[config.mk]
export PLATFORM = sky130hd
export DESIGN_NAME = pml_pipe_mac
export DESIGN_NICKNAME = d
export VERILOG_FILES = /design/src/verilog/pml_pipe_mac.v
export VERILOG_INCLUDE_DIRS = /design/src /design/src/pkg
export SDC_FILE = /design/constraint.sdc
export NUM_CORES = 1
export LEC_CHECK = 0
export BUFFER_PORTS_ARGS = -buffer_cell sky130_fd_sc_hd__buf_2
export CELL_PAD_IN_SITES_DETAIL_PLACEMENT = 0
export CELL_PAD_IN_SITES_GLOBAL_PLACEMENT = 1
export CORE_MARGIN = 5
export CORE_UTILIZATION = 46
export CTS_BUF_LIST = sky130_fd_sc_hd__clkbuf_8
export CTS_CLUSTER_DIAMETER = 100
export DETAILED_ROUTE_END_ITERATION = 8
export GPL_TIMING_DRIVEN = 0
export PLACE_DENSITY_LB_ADDON = 0.1
export SETUP_SLACK_MARGIN = 0.02
export SYNTH_ARGS = -nofsm -noshare
export SYNTH_HDL_FRONTEND = slang
export SYNTH_SLANG_ARGS = --single-unit
[constraint.sdc]
create_clock -name i_core_clk -period 1.8 [get_ports i_core_clk]
set_input_delay 0.36 -clock i_core_clk [delete_from_list [all_inputs] [get_ports i_core_clk]]
set_output_delay 0.36 -clock i_core_clk [all_outputs]
set_load 0.02 [all_outputs]
[src/pkg/pml_defs.vh]
`ifndef PML_DEFS_VH
`define PML_DEFS_VH

`define PML_LANES 8
`define PML_ADDR_W 8

`define PML_OFS_CTRL 8'h00
`define PML_OFS_INVERT 8'h04
`define PML_OFS_TXDATA 8'h08
`define PML_OFS_STATUS 8'h0C
`define PML_OFS_STATE 8'h10
`define PML_OFS_RXVIEW 8'h14

`define PML_CTRL_PWR_LSB 0
`define PML_CTRL_DETECT 2
`define PML_CTRL_COMPL 3
`define PML_CTRL_SWING 4
`define PML_CTRL_RATE_LSB 5
`define PML_CTRL_MARGIN_LSB 7
`define PML_CTRL_TXIDLE 10
`define PML_CTRL_WIDTH16 11
`define PML_CTRL_LSEL_LSB 12

`define PML_TXD_CTRL_BIT 8
`define PML_DEEMPH_BIT 6

`define PML_PWR_RESET 2'h2
`define PML_RATE_GEN1 2'h0
`define PML_RATE_GEN2 2'h1
`define PML_MARGIN_NORMAL 3'h0
`define PML_MARGIN_WIDE 3'h1
`define PML_SWING_FULL 1'h0

`define PML_INFER_NONE 3'h0
`define PML_INFER_COMSKP 3'h4
`define PML_INFER_TS 3'h5
`define PML_INFER_EXIT_UI 3'h6
`define PML_INFER_EXIT_WIN 3'h7

`define PML_ST_DET_QUIET 5'h00
`define PML_ST_DET_ACTIVE 5'h01
`define PML_ST_POLL_ACTIVE 5'h02
`define PML_ST_POLL_COMPL 5'h03
`define PML_ST_POLL_CFG 5'h04
`define PML_ST_POLL_SPEED 5'h05
`define PML_ST_CFG_LW_START 5'h06
`define PML_ST_CFG_LW_ACCEPT 5'h07
`define PML_ST_CFG_LN_ACCEPT 5'h08
`define PML_ST_CFG_LN_WAIT 5'h09
`define PML_ST_REC_RCVLOCK 5'h0C
`define PML_ST_REC_RCVCFG 5'h0E
`define PML_ST_L0 5'h0F
`define PML_ST_DISABLED 5'h10
`define PML_ST_LPBK_ENTRY 5'h11
`define PML_ST_LPBK_EXIT 5'h12
`define PML_ST_L0S 5'h15
`define PML_ST_L2_WAKE 5'h19
`define PML_ST_SPEED_REC 5'h1A

`endif

[src/verilog/pml_pipe_mac.v]
// Behaviour
// - Each of eight lanes drives an 8-bit transmit symbol; lanes 1-7 mirror lane 0.
// - A control flag beside each transmit symbol marks it as a control symbol.
// - Receiver-detect request asks the PHY to detect far end or start loopback.
// - While transmit idle request is high the PHY holds that lane electrically idle.
// - Compliance flag forces negative running disparity in compliance mode.
// - Receive invert tells the PHY to flip polarity into its 8b/10b decoder.
// - Two-bit power-state request selects P0, P0s, P1 or P2.
// - Idle-inference selector: 0xx none, 100 COM/SKP absence, 101 TS absence.
// - Selector 110 idle-exit absence in UI interval, 111 in 128 us window.
// - De-emphasis is chosen by the block from partner training sequences.
// - Export 5-bit training state: detect, polling and early configuration codes.
// - Lane-number, recovery, active and disabled states use their fixed codes.
// - Loopback, standby, L2 wake and speed recovery states use their fixed codes.
// - Two-bit lane rate: 00 first generation, 01 second generation, 1X reserved.
// - Swing select: 0 full swing, 1 half swing.
// - Parallel interface is simulation only, 8-bit or 16-bit single data rate.
// - Three-bit margin code: 000 normal, 001 widest, 010 and 011 reserved.
`include "pml_defs.vh"
`default_nettype none

module pml_pipe_mac #(
    parameter LANES = `PML_LANES
) (
    input wire i_core_clk,
    input wire i_resetn,
    input wire [`PML_ADDR_W-1:0] i_addr,
    input wire [31:0] i_wdata,
    input wire i_wr,
    input wire i_rd,
    output reg [31:0] o_rdata,
    input wire i_pclk,
    input wire [8*LANES-1:0] i_lane_rx_symbol,
    input wire [2*LANES-1:0] i_lane_rx_ctrl_flag,
    input wire [LANES-1:0] i_lane_rx_locked_valid,
    input wire [LANES-1:0] i_lane_phy_done,
    input wire [3*LANES-1:0] i_lane_rx_status_code,
    input wire [LANES-1:0] i_lane_rx_idle_ind,
    output reg [8*LANES-1:0] o_lane_tx_symbol,
    output reg [LANES-1:0] o_lane_tx_ctrl_flag,
    output reg [LANES-1:0] o_lane_rcvr_detect_req,
    output reg [LANES-1:0] o_lane_tx_idle_req,
    output reg [LANES-1:0] o_lane_neg_disparity_force,
    output reg [LANES-1:0] o_lane_rx_invert,
    output reg [2*LANES-1:0] o_lane_power_state_req,
    output reg [LANES-1:0] o_lane_deemphasis_sel,
    output reg [3*LANES-1:0] o_lane_idle_infer_sel,
    output reg [LANES-1:0] o_lane_swing_sel,
    output reg [3*LANES-1:0] o_lane_tx_margin_code,
    output reg [4:0] o_link_train_state_code,
    output reg [1:0] o_lane_rate_code,
    output reg o_pipe_width16
);

    // Software-held settings, sent to every lane on the next interface clock rise
    // (rate, width, state: each core clock; lsel_q: not sent); invert_q holds one bit per lane
    reg [1:0] pwr_q;
    reg detect_q;
    reg compl_q;
    reg swing_q;
    reg [1:0] rate_q;
    reg [2:0] margin_q;
    reg txidle_q;
    reg width16_q;
    reg [2:0] lsel_q;
    reg [LANES-1:0] invert_q;
    reg [7:0] txsym_q;
    reg txctl_q;
    reg [4:0] state_q;
    reg [2:0] infer_d;

    // Interface clock is sampled; only its rising edge matters
    reg pclk_s1_q;
    reg pclk_s2_q;
    reg pclk_s3_q;
    wire pclk_rise = pclk_s2_q & ~pclk_s3_q;

    wire wr_ctrl = i_wr && (i_addr == `PML_OFS_CTRL);
    wire wr_status = i_wr && (i_addr == `PML_OFS_STATUS);

    wire [LANES-1:0] done_rise;
    wire [LANES-1:0] done_sticky;
    wire [LANES-1:0] rxvalid_cap;
    wire [LANES-1:0] rxidle_cap;
    wire [LANES-1:0] deemph_cap;
    wire [8*LANES-1:0] rxsym_cap;
    wire [2*LANES-1:0] rxctl_cap;
    wire [3*LANES-1:0] rxstat_cap;

    wire in_training = (state_q >= `PML_ST_POLL_ACTIVE) && (state_q <= `PML_ST_CFG_LN_WAIT);

    always @(posedge i_core_clk or negedge i_resetn) begin
        if (!i_resetn) begin
            pclk_s1_q <= 1'b0;
            pclk_s2_q <= 1'b0;
            pclk_s3_q <= 1'b0;
        end else begin
            pclk_s1_q <= i_pclk;
            pclk_s2_q <= pclk_s1_q;
            pclk_s3_q <= pclk_s2_q;
        end
    end

    always @(posedge i_core_clk or negedge i_resetn) begin
        if (!i_resetn) begin
            pwr_q <= `PML_PWR_RESET;
            detect_q <= 1'b0;
            compl_q <= 1'b0;
            swing_q <= `PML_SWING_FULL;
            rate_q <= `PML_RATE_GEN1;
            margin_q <= `PML_MARGIN_NORMAL;
            txidle_q <= 1'b1;
            width16_q <= 1'b0;
            lsel_q <= 3'h0;
            invert_q <= {LANES{1'b0}};
            txsym_q <= 8'h00;
            txctl_q <= 1'b0;
            state_q <= `PML_ST_DET_QUIET;
        end else begin
            // Detect request drops when any lane reports completion; a new write wins
            if (wr_ctrl && i_wdata[`PML_CTRL_DETECT]) begin
                detect_q <= 1'b1;
            end else if (|done_rise) begin
                detect_q <= 1'b0;
            end else if (wr_ctrl) begin
                detect_q <= 1'b0;
            end
            if (wr_ctrl) begin
                pwr_q <= i_wdata[`PML_CTRL_PWR_LSB +: 2];
                compl_q <= i_wdata[`PML_CTRL_COMPL];
                swing_q <= i_wdata[`PML_CTRL_SWING];
                // Reserved rate codes are refused so the PHY never sees them
                if (!i_wdata[`PML_CTRL_RATE_LSB+1]) begin
                    rate_q <= i_wdata[`PML_CTRL_RATE_LSB +: 2];
                end
                // Reserved margin codes 010 and 011 are refused
                if (i_wdata[`PML_CTRL_MARGIN_LSB +: 3] != 3'h2 &&
                    i_wdata[`PML_CTRL_MARGIN_LSB +: 3] != 3'h3) begin
                    margin_q <= i_wdata[`PML_CTRL_MARGIN_LSB +: 3];
                end
                txidle_q <= i_wdata[`PML_CTRL_TXIDLE];
                width16_q <= i_wdata[`PML_CTRL_WIDTH16];
                lsel_q <= i_wdata[`PML_CTRL_LSEL_LSB +: 3];
            end
            if (i_wr && (i_addr == `PML_OFS_INVERT)) begin
                invert_q <= i_wdata[LANES-1:0];
            end
            if (i_wr && (i_addr == `PML_OFS_TXDATA)) begin
                txsym_q <= i_wdata[7:0];
                txctl_q <= i_wdata[`PML_TXD_CTRL_BIT];
            end
            if (i_wr && (i_addr == `PML_OFS_STATE)) begin
                state_q <= i_wdata[4:0];
            end
        end
    end

    // Inference choice follows the training state; unlisted states need none
    always @* begin
        case (state_q)
            `PML_ST_L0: infer_d = `PML_INFER_COMSKP;
            `PML_ST_REC_RCVCFG: infer_d = `PML_INFER_TS;
            `PML_ST_LPBK_ENTRY: infer_d = `PML_INFER_TS;
            `PML_ST_REC_RCVLOCK: infer_d = `PML_INFER_EXIT_UI;
            `PML_ST_SPEED_REC: begin
                // The 128 us window form applies at first generation only
                infer_d = (rate_q == `PML_RATE_GEN1) ?
                          `PML_INFER_EXIT_WIN : `PML_INFER_EXIT_UI;
            end
            default: infer_d = `PML_INFER_NONE;
        endcase
    end

    genvar g;
    generate
        for (g = 0; g < LANES; g = g + 1) begin : g_lane
            reg [7:0] sym_s1_q;
            reg [7:0] sym_s2_q;
            reg [1:0] ctl_s1_q;
            reg [1:0] ctl_s2_q;
            reg [2:0] st_s1_q;
            reg [2:0] st_s2_q;
            reg [2:0] lvl_s1_q;
            reg [2:0] lvl_s2_q;
            reg done_s3_q;
            reg sticky_q;
            reg [7:0] sym_q;
            reg [1:0] ctl_q;
            reg [2:0] st_q;
            reg valid_q;
            reg idle_q;
            reg deemph_q;
            wire deemph_learn = in_training && lvl_s2_q[0] && (ctl_s2_q == 2'h0);

            // Lane inputs cross into the core clock before any use
            always @(posedge i_core_clk or negedge i_resetn) begin
                if (!i_resetn) begin
                    sym_s1_q <= 8'h00;
                    sym_s2_q <= 8'h00;
                    ctl_s1_q <= 2'h0;
                    ctl_s2_q <= 2'h0;
                    st_s1_q <= 3'h0;
                    st_s2_q <= 3'h0;
                    lvl_s1_q <= 3'h0;
                    lvl_s2_q <= 3'h0;
                    done_s3_q <= 1'b0;
                end else begin
                    sym_s1_q <= i_lane_rx_symbol[8*g +: 8];
                    sym_s2_q <= sym_s1_q;
                    ctl_s1_q <= i_lane_rx_ctrl_flag[2*g +: 2];
                    ctl_s2_q <= ctl_s1_q;
                    st_s1_q <= i_lane_rx_status_code[3*g +: 3];
                    st_s2_q <= st_s1_q;
                    lvl_s1_q <= {i_lane_phy_done[g], i_lane_rx_idle_ind[g],
                                 i_lane_rx_locked_valid[g]};
                    lvl_s2_q <= lvl_s1_q;
                    done_s3_q <= lvl_s2_q[2];
                end
            end
            assign done_rise[g] = lvl_s2_q[2] & ~done_s3_q;

            always @(posedge i_core_clk or negedge i_resetn) begin
                if (!i_resetn) begin
                    sticky_q <= 1'b0;
                    sym_q <= 8'h00;
                    ctl_q <= 2'h0;
                    st_q <= 3'h0;
                    valid_q <= 1'b0;
                    idle_q <= 1'b0;
                    deemph_q <= 1'b0;
                end else begin
                    // A completion landing with the clear still counts
                    if (done_rise[g]) begin
                        sticky_q <= 1'b1;
                    end else if (wr_status && i_wdata[g]) begin
                        sticky_q <= 1'b0;
                    end
                    if (pclk_rise) begin
                        sym_q <= sym_s2_q;
                        ctl_q <= ctl_s2_q;
                        st_q <= st_s2_q;
                        valid_q <= lvl_s2_q[0];
                        idle_q <= lvl_s2_q[1];
                        // Partner advertisement only counts on locked data symbols
                        if (deemph_learn) begin
                            deemph_q <= sym_s2_q[`PML_DEEMPH_BIT];
                        end
                    end
                end
            end
            assign done_sticky[g] = sticky_q;
            assign rxsym_cap[8*g +: 8] = sym_q;
            assign rxctl_cap[2*g +: 2] = ctl_q;
            assign rxstat_cap[3*g +: 3] = st_q;
            assign rxvalid_cap[g] = valid_q;
            assign rxidle_cap[g] = idle_q;
            assign deemph_cap[g] = deemph_q;

            // Transmit side changes only at an interface clock rise
            always @(posedge i_core_clk or negedge i_resetn) begin
                if (!i_resetn) begin
                    o_lane_tx_symbol[8*g +: 8] <= 8'h00;
                    o_lane_tx_ctrl_flag[g] <= 1'b0;
                    o_lane_rcvr_detect_req[g] <= 1'b0;
                    o_lane_tx_idle_req[g] <= 1'b1;
                    o_lane_neg_disparity_force[g] <= 1'b0;
                    o_lane_rx_invert[g] <= 1'b0;
                    o_lane_power_state_req[2*g +: 2] <= `PML_PWR_RESET;
                    o_lane_deemphasis_sel[g] <= 1'b0;
                    o_lane_idle_infer_sel[3*g +: 3] <= `PML_INFER_NONE;
                    o_lane_swing_sel[g] <= `PML_SWING_FULL;
                    o_lane_tx_margin_code[3*g +: 3] <= `PML_MARGIN_NORMAL;
                end else if (pclk_rise) begin
                    o_lane_tx_symbol[8*g +: 8] <= txsym_q;
                    o_lane_tx_ctrl_flag[g] <= txctl_q;
                    o_lane_rcvr_detect_req[g] <= detect_q;
                    o_lane_tx_idle_req[g] <= txidle_q;
                    o_lane_neg_disparity_force[g] <= compl_q;
                    o_lane_rx_invert[g] <= invert_q[g];
                    o_lane_power_state_req[2*g +: 2] <= pwr_q;
                    // Learned value goes out in the same strobe, so it never trails the state
                    o_lane_deemphasis_sel[g] <= deemph_learn ? sym_s2_q[`PML_DEEMPH_BIT] : deemph_q;
                    o_lane_idle_infer_sel[3*g +: 3] <= infer_d;
                    o_lane_swing_sel[g] <= swing_q;
                    o_lane_tx_margin_code[3*g +: 3] <= margin_q;
                end
            end
        end
    endgenerate

    always @(posedge i_core_clk or negedge i_resetn) begin
        if (!i_resetn) begin
            o_link_train_state_code <= `PML_ST_DET_QUIET;
            o_lane_rate_code <= `PML_RATE_GEN1;
            o_pipe_width16 <= 1'b0;
        end else begin
            o_link_train_state_code <= state_q;
            o_lane_rate_code <= rate_q;
            o_pipe_width16 <= width16_q;
        end
    end

    // Read data stands only in the cycle after the strobe
    always @(posedge i_core_clk or negedge i_resetn) begin
        if (!i_resetn) begin
            o_rdata <= 32'h00000000;
        end else if (!i_rd) begin
            o_rdata <= 32'h00000000;
        end else begin
            case (i_addr)
                `PML_OFS_CTRL: o_rdata <= {17'h00000, lsel_q, width16_q, txidle_q,
                                           margin_q, rate_q, swing_q, compl_q,
                                           detect_q, pwr_q};
                `PML_OFS_INVERT: o_rdata <= {{(32-LANES){1'b0}}, invert_q};
                `PML_OFS_TXDATA: o_rdata <= {23'h000000, txctl_q, txsym_q};
                `PML_OFS_STATUS: o_rdata <= {{(32-3*LANES){1'b0}}, deemph_cap,
                                             rxvalid_cap, done_sticky};
                `PML_OFS_STATE: o_rdata <= {27'h0000000, state_q};
                `PML_OFS_RXVIEW: o_rdata <= {16'h0000, rxidle_cap[lsel_q],
                                             rxvalid_cap[lsel_q],
                                             rxstat_cap[3*lsel_q +: 3],
                                             1'b0, rxctl_cap[2*lsel_q +: 2],
                                             rxsym_cap[8*lsel_q +: 8]};
                default: o_rdata <= 32'h00000000;
            endcase
        end
    end

endmodule // pml_pipe_mac
`default_nettype wire

==> impl_results.md, run 1 <==
* Most frequent cells in the layout: 473 x dfrtp_1, 286 x buf_6, 245 x buf_2
* Synthesis-stage register bit count at roughly 500
* Failing checks: setup timing
* DR iter-0 viols at ~420
* Syn_area_per_cell at 16.1 um^2
* Row count at 72
* Primary FF master, synth: dfrtp_1
* Peak VDD IR at approximately 0.00065 V
* Vias in the first global route at 11900
* Unrepaired setup endpoints after global routing: yes
* Setup crit end kind: flip-flop
* Yosys Warn Count at 0
* Crit path required time at 2.28 ns
* Worst path slowest cell: mux4_2
* Skew final at 0.0192 ns
* Pin count of the biggest net entering global routing at 134
* Pwr Total at 25.2 mW
* Hold Path Class: primary input to flip-flop
* CP Max Fanout at 6
* Distinct cells, synth at 46
* Antenna violations before repair at 1
* Post-Synthesis Cell Area at 17900 um^2
* Period utilization at 1.03
* Fin Hold WS at ~0.042 ns
* Core area at 38600 um^2
* Slew Limit Fails at 0
* Reg2reg setup slack at -0.05 ns
* Wirelength, routed at 48000 um
* Final net count at approximately 1900
* Die width at about 210 um
* Setup WS pre-CTS at -0.598 ns
* Met2 WL post-DR at 25000 um
* Port-buffer cells at 367
* DRC at 0
* Static Leak at 12.3 nW
* WL met3 at ~2900 um
* Chip height at about 210 um
* Global-route wire length before repair at 71500 um
* Number of enable flip-flop cells after synthesis at 0
* Area of the die at 43000 um^2
* Part of the Yosys area used for sequential elements at 0.697
* CP cell instances: buf_8, mux4_2, mux2i_4, nor2_2, a311o_1
* Vias/cell at 4.70
* Status: finished with violations
* Min Tclk post-route at around 1.8 ns
* Fin cells at 2351
* Initial Util at 0.465
* Setup tns final at -0.424 ns
* Global placement routability congestion at 0.877
* Layout cells sized above 1 at 0.552
* CTS tree: built
* Worst-path clk slew at about 0.06 ns
* Layout area overhead at 43.3%
* CTS Buf Count at 78
* Gr usage total at 0.217
* Endpoints failing hold at 0
* Placed Instances at 2010
* Final ANT Viol Nets at 0
* Max stage delay on crit path at 0.54 ns
* Setup-failing EPs final at 17
* Max Freq at roughly 0.54 GHz
* Fin util at 0.666
* Metal1 wirelength at 19200 um
* Root Driver: clkbuf_8
* Htree depth at 3
* Area post-placement at between 20000 and 25000 um^2
* Arr. time, crit path at approximately 2.3 ns
* Worst-Margin Slew at 0.652 ns
* CTS Buffer Depth at 3
* I/O Pins at 397
* DP HPWL at approximately 30000 um
* PD cells at 980 nW/um^2
* Skew-Pair Late Insertion Delay at 0.61 ns
* Mapped Cells at 1113
* CP Launch Type: flip-flop
* DR pass1 iterations at 4
* WS Path Type: flip-flop to flip-flop
* FFs w/ async S/R, synth at 1.00
* Max Used Layer: met4
* CTS sink count at ~500
* Vias at roughly 11000
* Fin area at ~26000 um^2
* Max transition margin at 0.566
* Per-cell routed wire length at 20.4 um
* Post-route setup slack at -0.0469 ns
* Maximum capacitance violations at 0
* Grt ovf at 0
* Most common cell after layout, fill and taps aside: dfrtp_1
==> timing repair <==
| item | in CTS | in global routing |
|---|---|---|
| endpoints found under the hold margin | 215 | 0 |
| gates resized for setup | 367 | 188 |
| buffers inserted | 37 | 23 |
| pin swaps | 1 | 3 |
| hold buffers | 142 | 0 |
| setup endpoints to repair | 315 | 315 |
| cloned | 0 | 1 |
==> sequential cells by signal, indices dropped and copies added (netlist names), 5 cells and up <==
signal,count
g_lane.ctl_q,16
g_lane.ctl_s1_q,16
g_lane.ctl_s2_q,16
g_lane.done_s3_q,8
g_lane.idle_q,8
g_lane.lvl_s1_q,24
g_lane.lvl_s2_q,24
g_lane.st_q,24
g_lane.st_s1_q,24
g_lane.st_s2_q,24
g_lane.sticky_q,8
g_lane.sym_q,64
g_lane.sym_s1_q,64
g_lane.sym_s2_q,64
g_lane.valid_q,8
invert_q,8
o_lane_deemphasis_sel,8
o_lane_rx_invert,8
o_lane_tx_symbol,8
o_link_train_state_code,5
o_rdata,24
state_q,5
txsym_q,8
==> logic make-up (layout without fill, tap and decap cells) <==
family / after synthesis / after routing / synth area share
AND/OR/NAND/NOR: 111 / 111 / 0.0333
other: 1 / 12 / 0.000209
flip-flops: 499 / 499 / 0.697
AO/OA/AOI/OAI: 57 / 57 / 0.0216
multiplexers: 236 / 236 / 0.168
buffers and inverters: 209 / 918 / 0.0802
==> final timing paths <==
path                       cells past startpoint                 start                    to
setup / recovery                               5             lsel_q[1]            o_rdata[0]
hold / removal                                 2            i_wdata[7]           margin_q[0]
max in group asynchronous                      4              i_resetn  o_lane_tx_symbol[57]
hold reg to reg                                0  g_lane[4].st_s1_q[0]  g_lane[4].st_s2_q[0]
min in group asynchronous                      2              i_resetn    g_lane[2].sym_q[2]
setup reg to reg                               5             lsel_q[1]            o_rdata[0]
==> cell type report <==
cell class	count	area [um^2]
Inverter	5	18.8
Multi-Input combinational cell	413	4170
Fill cell	2759	12900
Buffer	202	1960
Timing Repair Buffer	574	4840
Antenna cell	3	7.51
Sequential cell	499	12500
Clock inverter	47	284
Clock buffer	90	1240
Tap cell	518	648
==> metal layers <==
| metal | global-route usage | up-vias |
|---|---|---|
| li1 | - | 4990 |
| met1 | 0.281 | 5638 |
| met2 | 0.374 | 358 |
| met3 | 0.0462 | 61 |
| met4 | 0.0650 | 0 |
| met5 | 0 | - |
==> worst max-delay path: cells and delay by family (launching register included) <==
kind,cells,cell delay (ns)
muxes,2,0.78
DFF,1,0.38
AOI/OAI and AO/OA,1,0.33
buffers and inverters,1,0.17
and+or+nand+nor,1,0.06
==> where the power goes <==
part | switching (mW) | internal, mW
clock network | 4.20 | 4.99
logic | 1.58 | 1.97
registers | 0.413 | 12.0
total | 6.19 | 19.0
==> Yosys cell counts (9+ instances only) <==
library cell,instances,share of area
a22oi_1,9,0.0038
and2_1,9,0.0031
buf_2,24,0.0067
buf_4,165,0.069
clkbuf_1,11,0.0023
dfrtp_1,495,0.69
mux2_2,184,0.12
mux2i_1,19,0.011
mux4_2,33,0.041
nand2_1,39,0.0082
nand3_1,10,0.0028
nor2_1,18,0.0038
nor2b_1,11,0.0038
o21ai_0,13,0.0036
o22ai_1,11,0.0038
(Power assumes the default switching activity.)
==> run 2: changes to the inputs <==
- CORE_UTILIZATION: 46 -> 44
- CTS_BUF_LIST: sky130_fd_sc_hd__clkbuf_8 -> sky130_fd_sc_hd__clkbuf_16
- PLACE_DENSITY: unset -> 0.87
- PLACE_DENSITY_LB_ADDON: 0.1 -> unset
==> run 2 against run 1 <==
  * The flow still finishes with violations (setup timing)
  * Global-route usage decreased by 0.33 points
  * Highest routed layer is now met5
  * Fmax is 1.8% higher
  * Die area rose by 4.3%
  * Setup slack gained 0.033 ns
  * Sequential share of layout area is 3.1 points higher
  * Routed wire length up 1.8%
  * Register-to-register slack better by 0.08 ns
  * Power grew 1.9%
  * Clock power is 9.9% higher
  * Worst hold slack improved by 0.015 ns
  * Critical endpoint is now o_lane_tx_idle_req[6]
  * Critical path type is now flip-flop to output port
==> impl_results.md, run 2 (synthesized netlist as in run 1, its figures left out) <==
* Status: finished with violations
* Failing checks: setup timing
* Hold endpoint: pwr_q[1]
* Antenna violations before repair at 3
* Fin area at 24100 um^2
* Met2 WL post-DR at 26100 um
* CP Launch Type: flip-flop
* Skew final at 0.0249 ns
* Vias/cell at between 4 and 5
* WL met3 at 3020 um
* Hold Path Class: primary input to flip-flop
* Most common cell after layout, fill and taps aside: dfrtp_1
* Initial Util at 0.442
* Reg2reg path depth at 5
* Post-route setup slack at -0.0144 ns
* Unrepaired setup endpoints after global routing: yes
* Period utilization at 1.01
* PD cells at between 1000 and 1500 nW/um^2
* Endpoints failing hold at 0
* Diode count at 0
* Largest registers: g_lane.sym_q (64), g_lane.sym_s1_q (64), g_lane.sym_s2_q (64)
* Maximum capacitance violations at 0
* Setup-failing EPs final at 7
* Skew-Pair Late Insertion Delay at between 0.5 and 0.6 ns
* Max Freq at about 0.55 GHz
* DR pass1 iterations at 5
* Grt ovf at 0
* CTS Buffer Depth at 3
* Vias in the first global route at about 12000
* CTS tree: built
* CTS sink count at between 400 and 500
* FF-to-FF End: o_rdata[0]
* Global-route wire length before repair at 72000 um
* Worst-path clk slew at ~0.06 ns
* I/O Pins at 397
* Die width at 212 um
* Final net count at 1864
* Reg2reg setup slack at 0.03 ns
* CP Max Fanout at 4
* Final ANT Viol Nets at 0
* DR iter-0 viols at 429
* Crit path required time at 1.44 ns
* Most frequent cells in the layout: 475 x dfrtp_1, 358 x buf_2, 184 x mux2_2
* Metal1 wirelength at 18600 um
* Min Tclk post-route at 1.81 ns
* Arr. time, crit path at 1.45 ns
* Gr usage total at 0.214
* Max Used Layer: met5
* Htree depth at 2
* DRC at 0
* Static Leak at 11.7 nW
* DP HPWL at between 30000 and 40000 um
* WHS Path Cells at 3
* Wirelength, routed at 48900 um
* Per-cell routed wire length at between 20 and 25 um
* Core area at 40600 um^2
* Global placement routability congestion at 0.806
* Area post-placement at 20600 um^2
* Chip height at 212 um
* Max transition margin at 0.544
* Peak VDD IR at 0.00124 V
* Hold_sp: i_wdata[1]
* Setup tns final at -0.0406 ns
* Row count at 74
* Root Driver: clkbuf_16
* Vias at about 11000
* Port-buffer cells at approximately 370
* Worst-Margin Slew at 0.681 ns
* Slew Limit Fails at 0
* CTS Buf Count at 49
* Area of the die at around 45000 um^2
* Layout cells sized above 1 at 0.534
* Layout area overhead at 34.7%
* WS Path Type: flip-flop to output port
* Worst reg2reg path startpoint: lsel_q[1]
* Pin count of the biggest net entering global routing at 129
* Setup crit end kind: output port
run 2: cell types whose count changed in the layout (fill, tap and decap cells not counted), sizes merged, moves of 2 or more:
cell and delta:
buf -48, clkbuf -39, inv -18, clkinvlp +9, dlygate4sd3 -7, diode -3, bufinv +2
run 2: repair_timing:
| item | CTS | global route |
|---|---|---|
| resized for setup | 121 | 25 |
| setup endpoints to repair | 275 | 309 |
| pin swaps | 2 | 3 |
| hold buffers | 135 | 0 |
| endpoints found under the hold margin | 193 | 0 |
| cloned | 0 | 4 |
| buffers inserted | 6 | 3 |
run 2: area by class of cell:
type / instances / area, um^2
Buffer: 204 / 1620
Clock buffer: 49 / 1230
Clock inverter: 41 / 363
Fill cell: 2996 / 16400
Inverter: 5 / 18.8
Multi-Input combinational cell: 413 / 4130
Sequential cell: 499 / 12500
Tap cell: 532 / 666
Timing Repair Buffer: 519 / 3590
run 2: power breakdown:
group | internal [mW] | switching, mW
Sequential | 12.0 | 0.478
Combinational | 1.59 | 1.43
Clock | 5.72 | 4.41
Total | 19.3 | 6.32
run 2: worst max path at each step:
| stage | startpoint | endpoint | slack, ns | cells past startpoint |
|---|---|---|---|---|
| floorplan | i_addr[4] | margin_q[0] | 0.09 | 5 |
| global placement | i_resetn | o_lane_rate_code[0] | -9.08 | 1 |
| detailed placement | i_addr[5] | o_rdata[23] | -0.65 | 6 |
| CTS | o_lane_tx_idle_req[7] | o_lane_tx_idle_req[1] | -0.04 | 3 |
| global route | o_lane_tx_idle_req[7] | o_lane_tx_idle_req[1] | -0.06 | 3 |
| finish | o_lane_tx_idle_req[7] | o_lane_tx_idle_req[6] | -0.01 | 3 |
run 2: layer usage:
metal | vias to the layer above | global-route usage
met5 | - | 0
met2 | 410 | 0.387
met3 | 84 | 0.0464
li1 | 4814 | -
met4 | 4 | 0.0589
met1 | 5605 | 0.260
run 2: worst max-delay path, cell delays in order, from the launching register on:
cell	delay (ns)
dfstp_2	0.56
buf_6	0.13
buf_6	0.09
buf_6	0.10
run 2: stage by stage:
stage	hold WS, ns	util	worst slack, ns	total power, mW	instances
after detailed placement	0.332	0.507	-0.647	15.3	2024
after global placement	0.333	0.504	-9.08	15.1	2020
after CTS	0.0143	0.590	-0.0366	25.7	2255
final	0.0566	0.595	-0.0144	25.7	2262
after global routing	0.0457	0.595	-0.0592	26.7	2262
after floorplan	0.0644	-	0.0908	14.1	1121
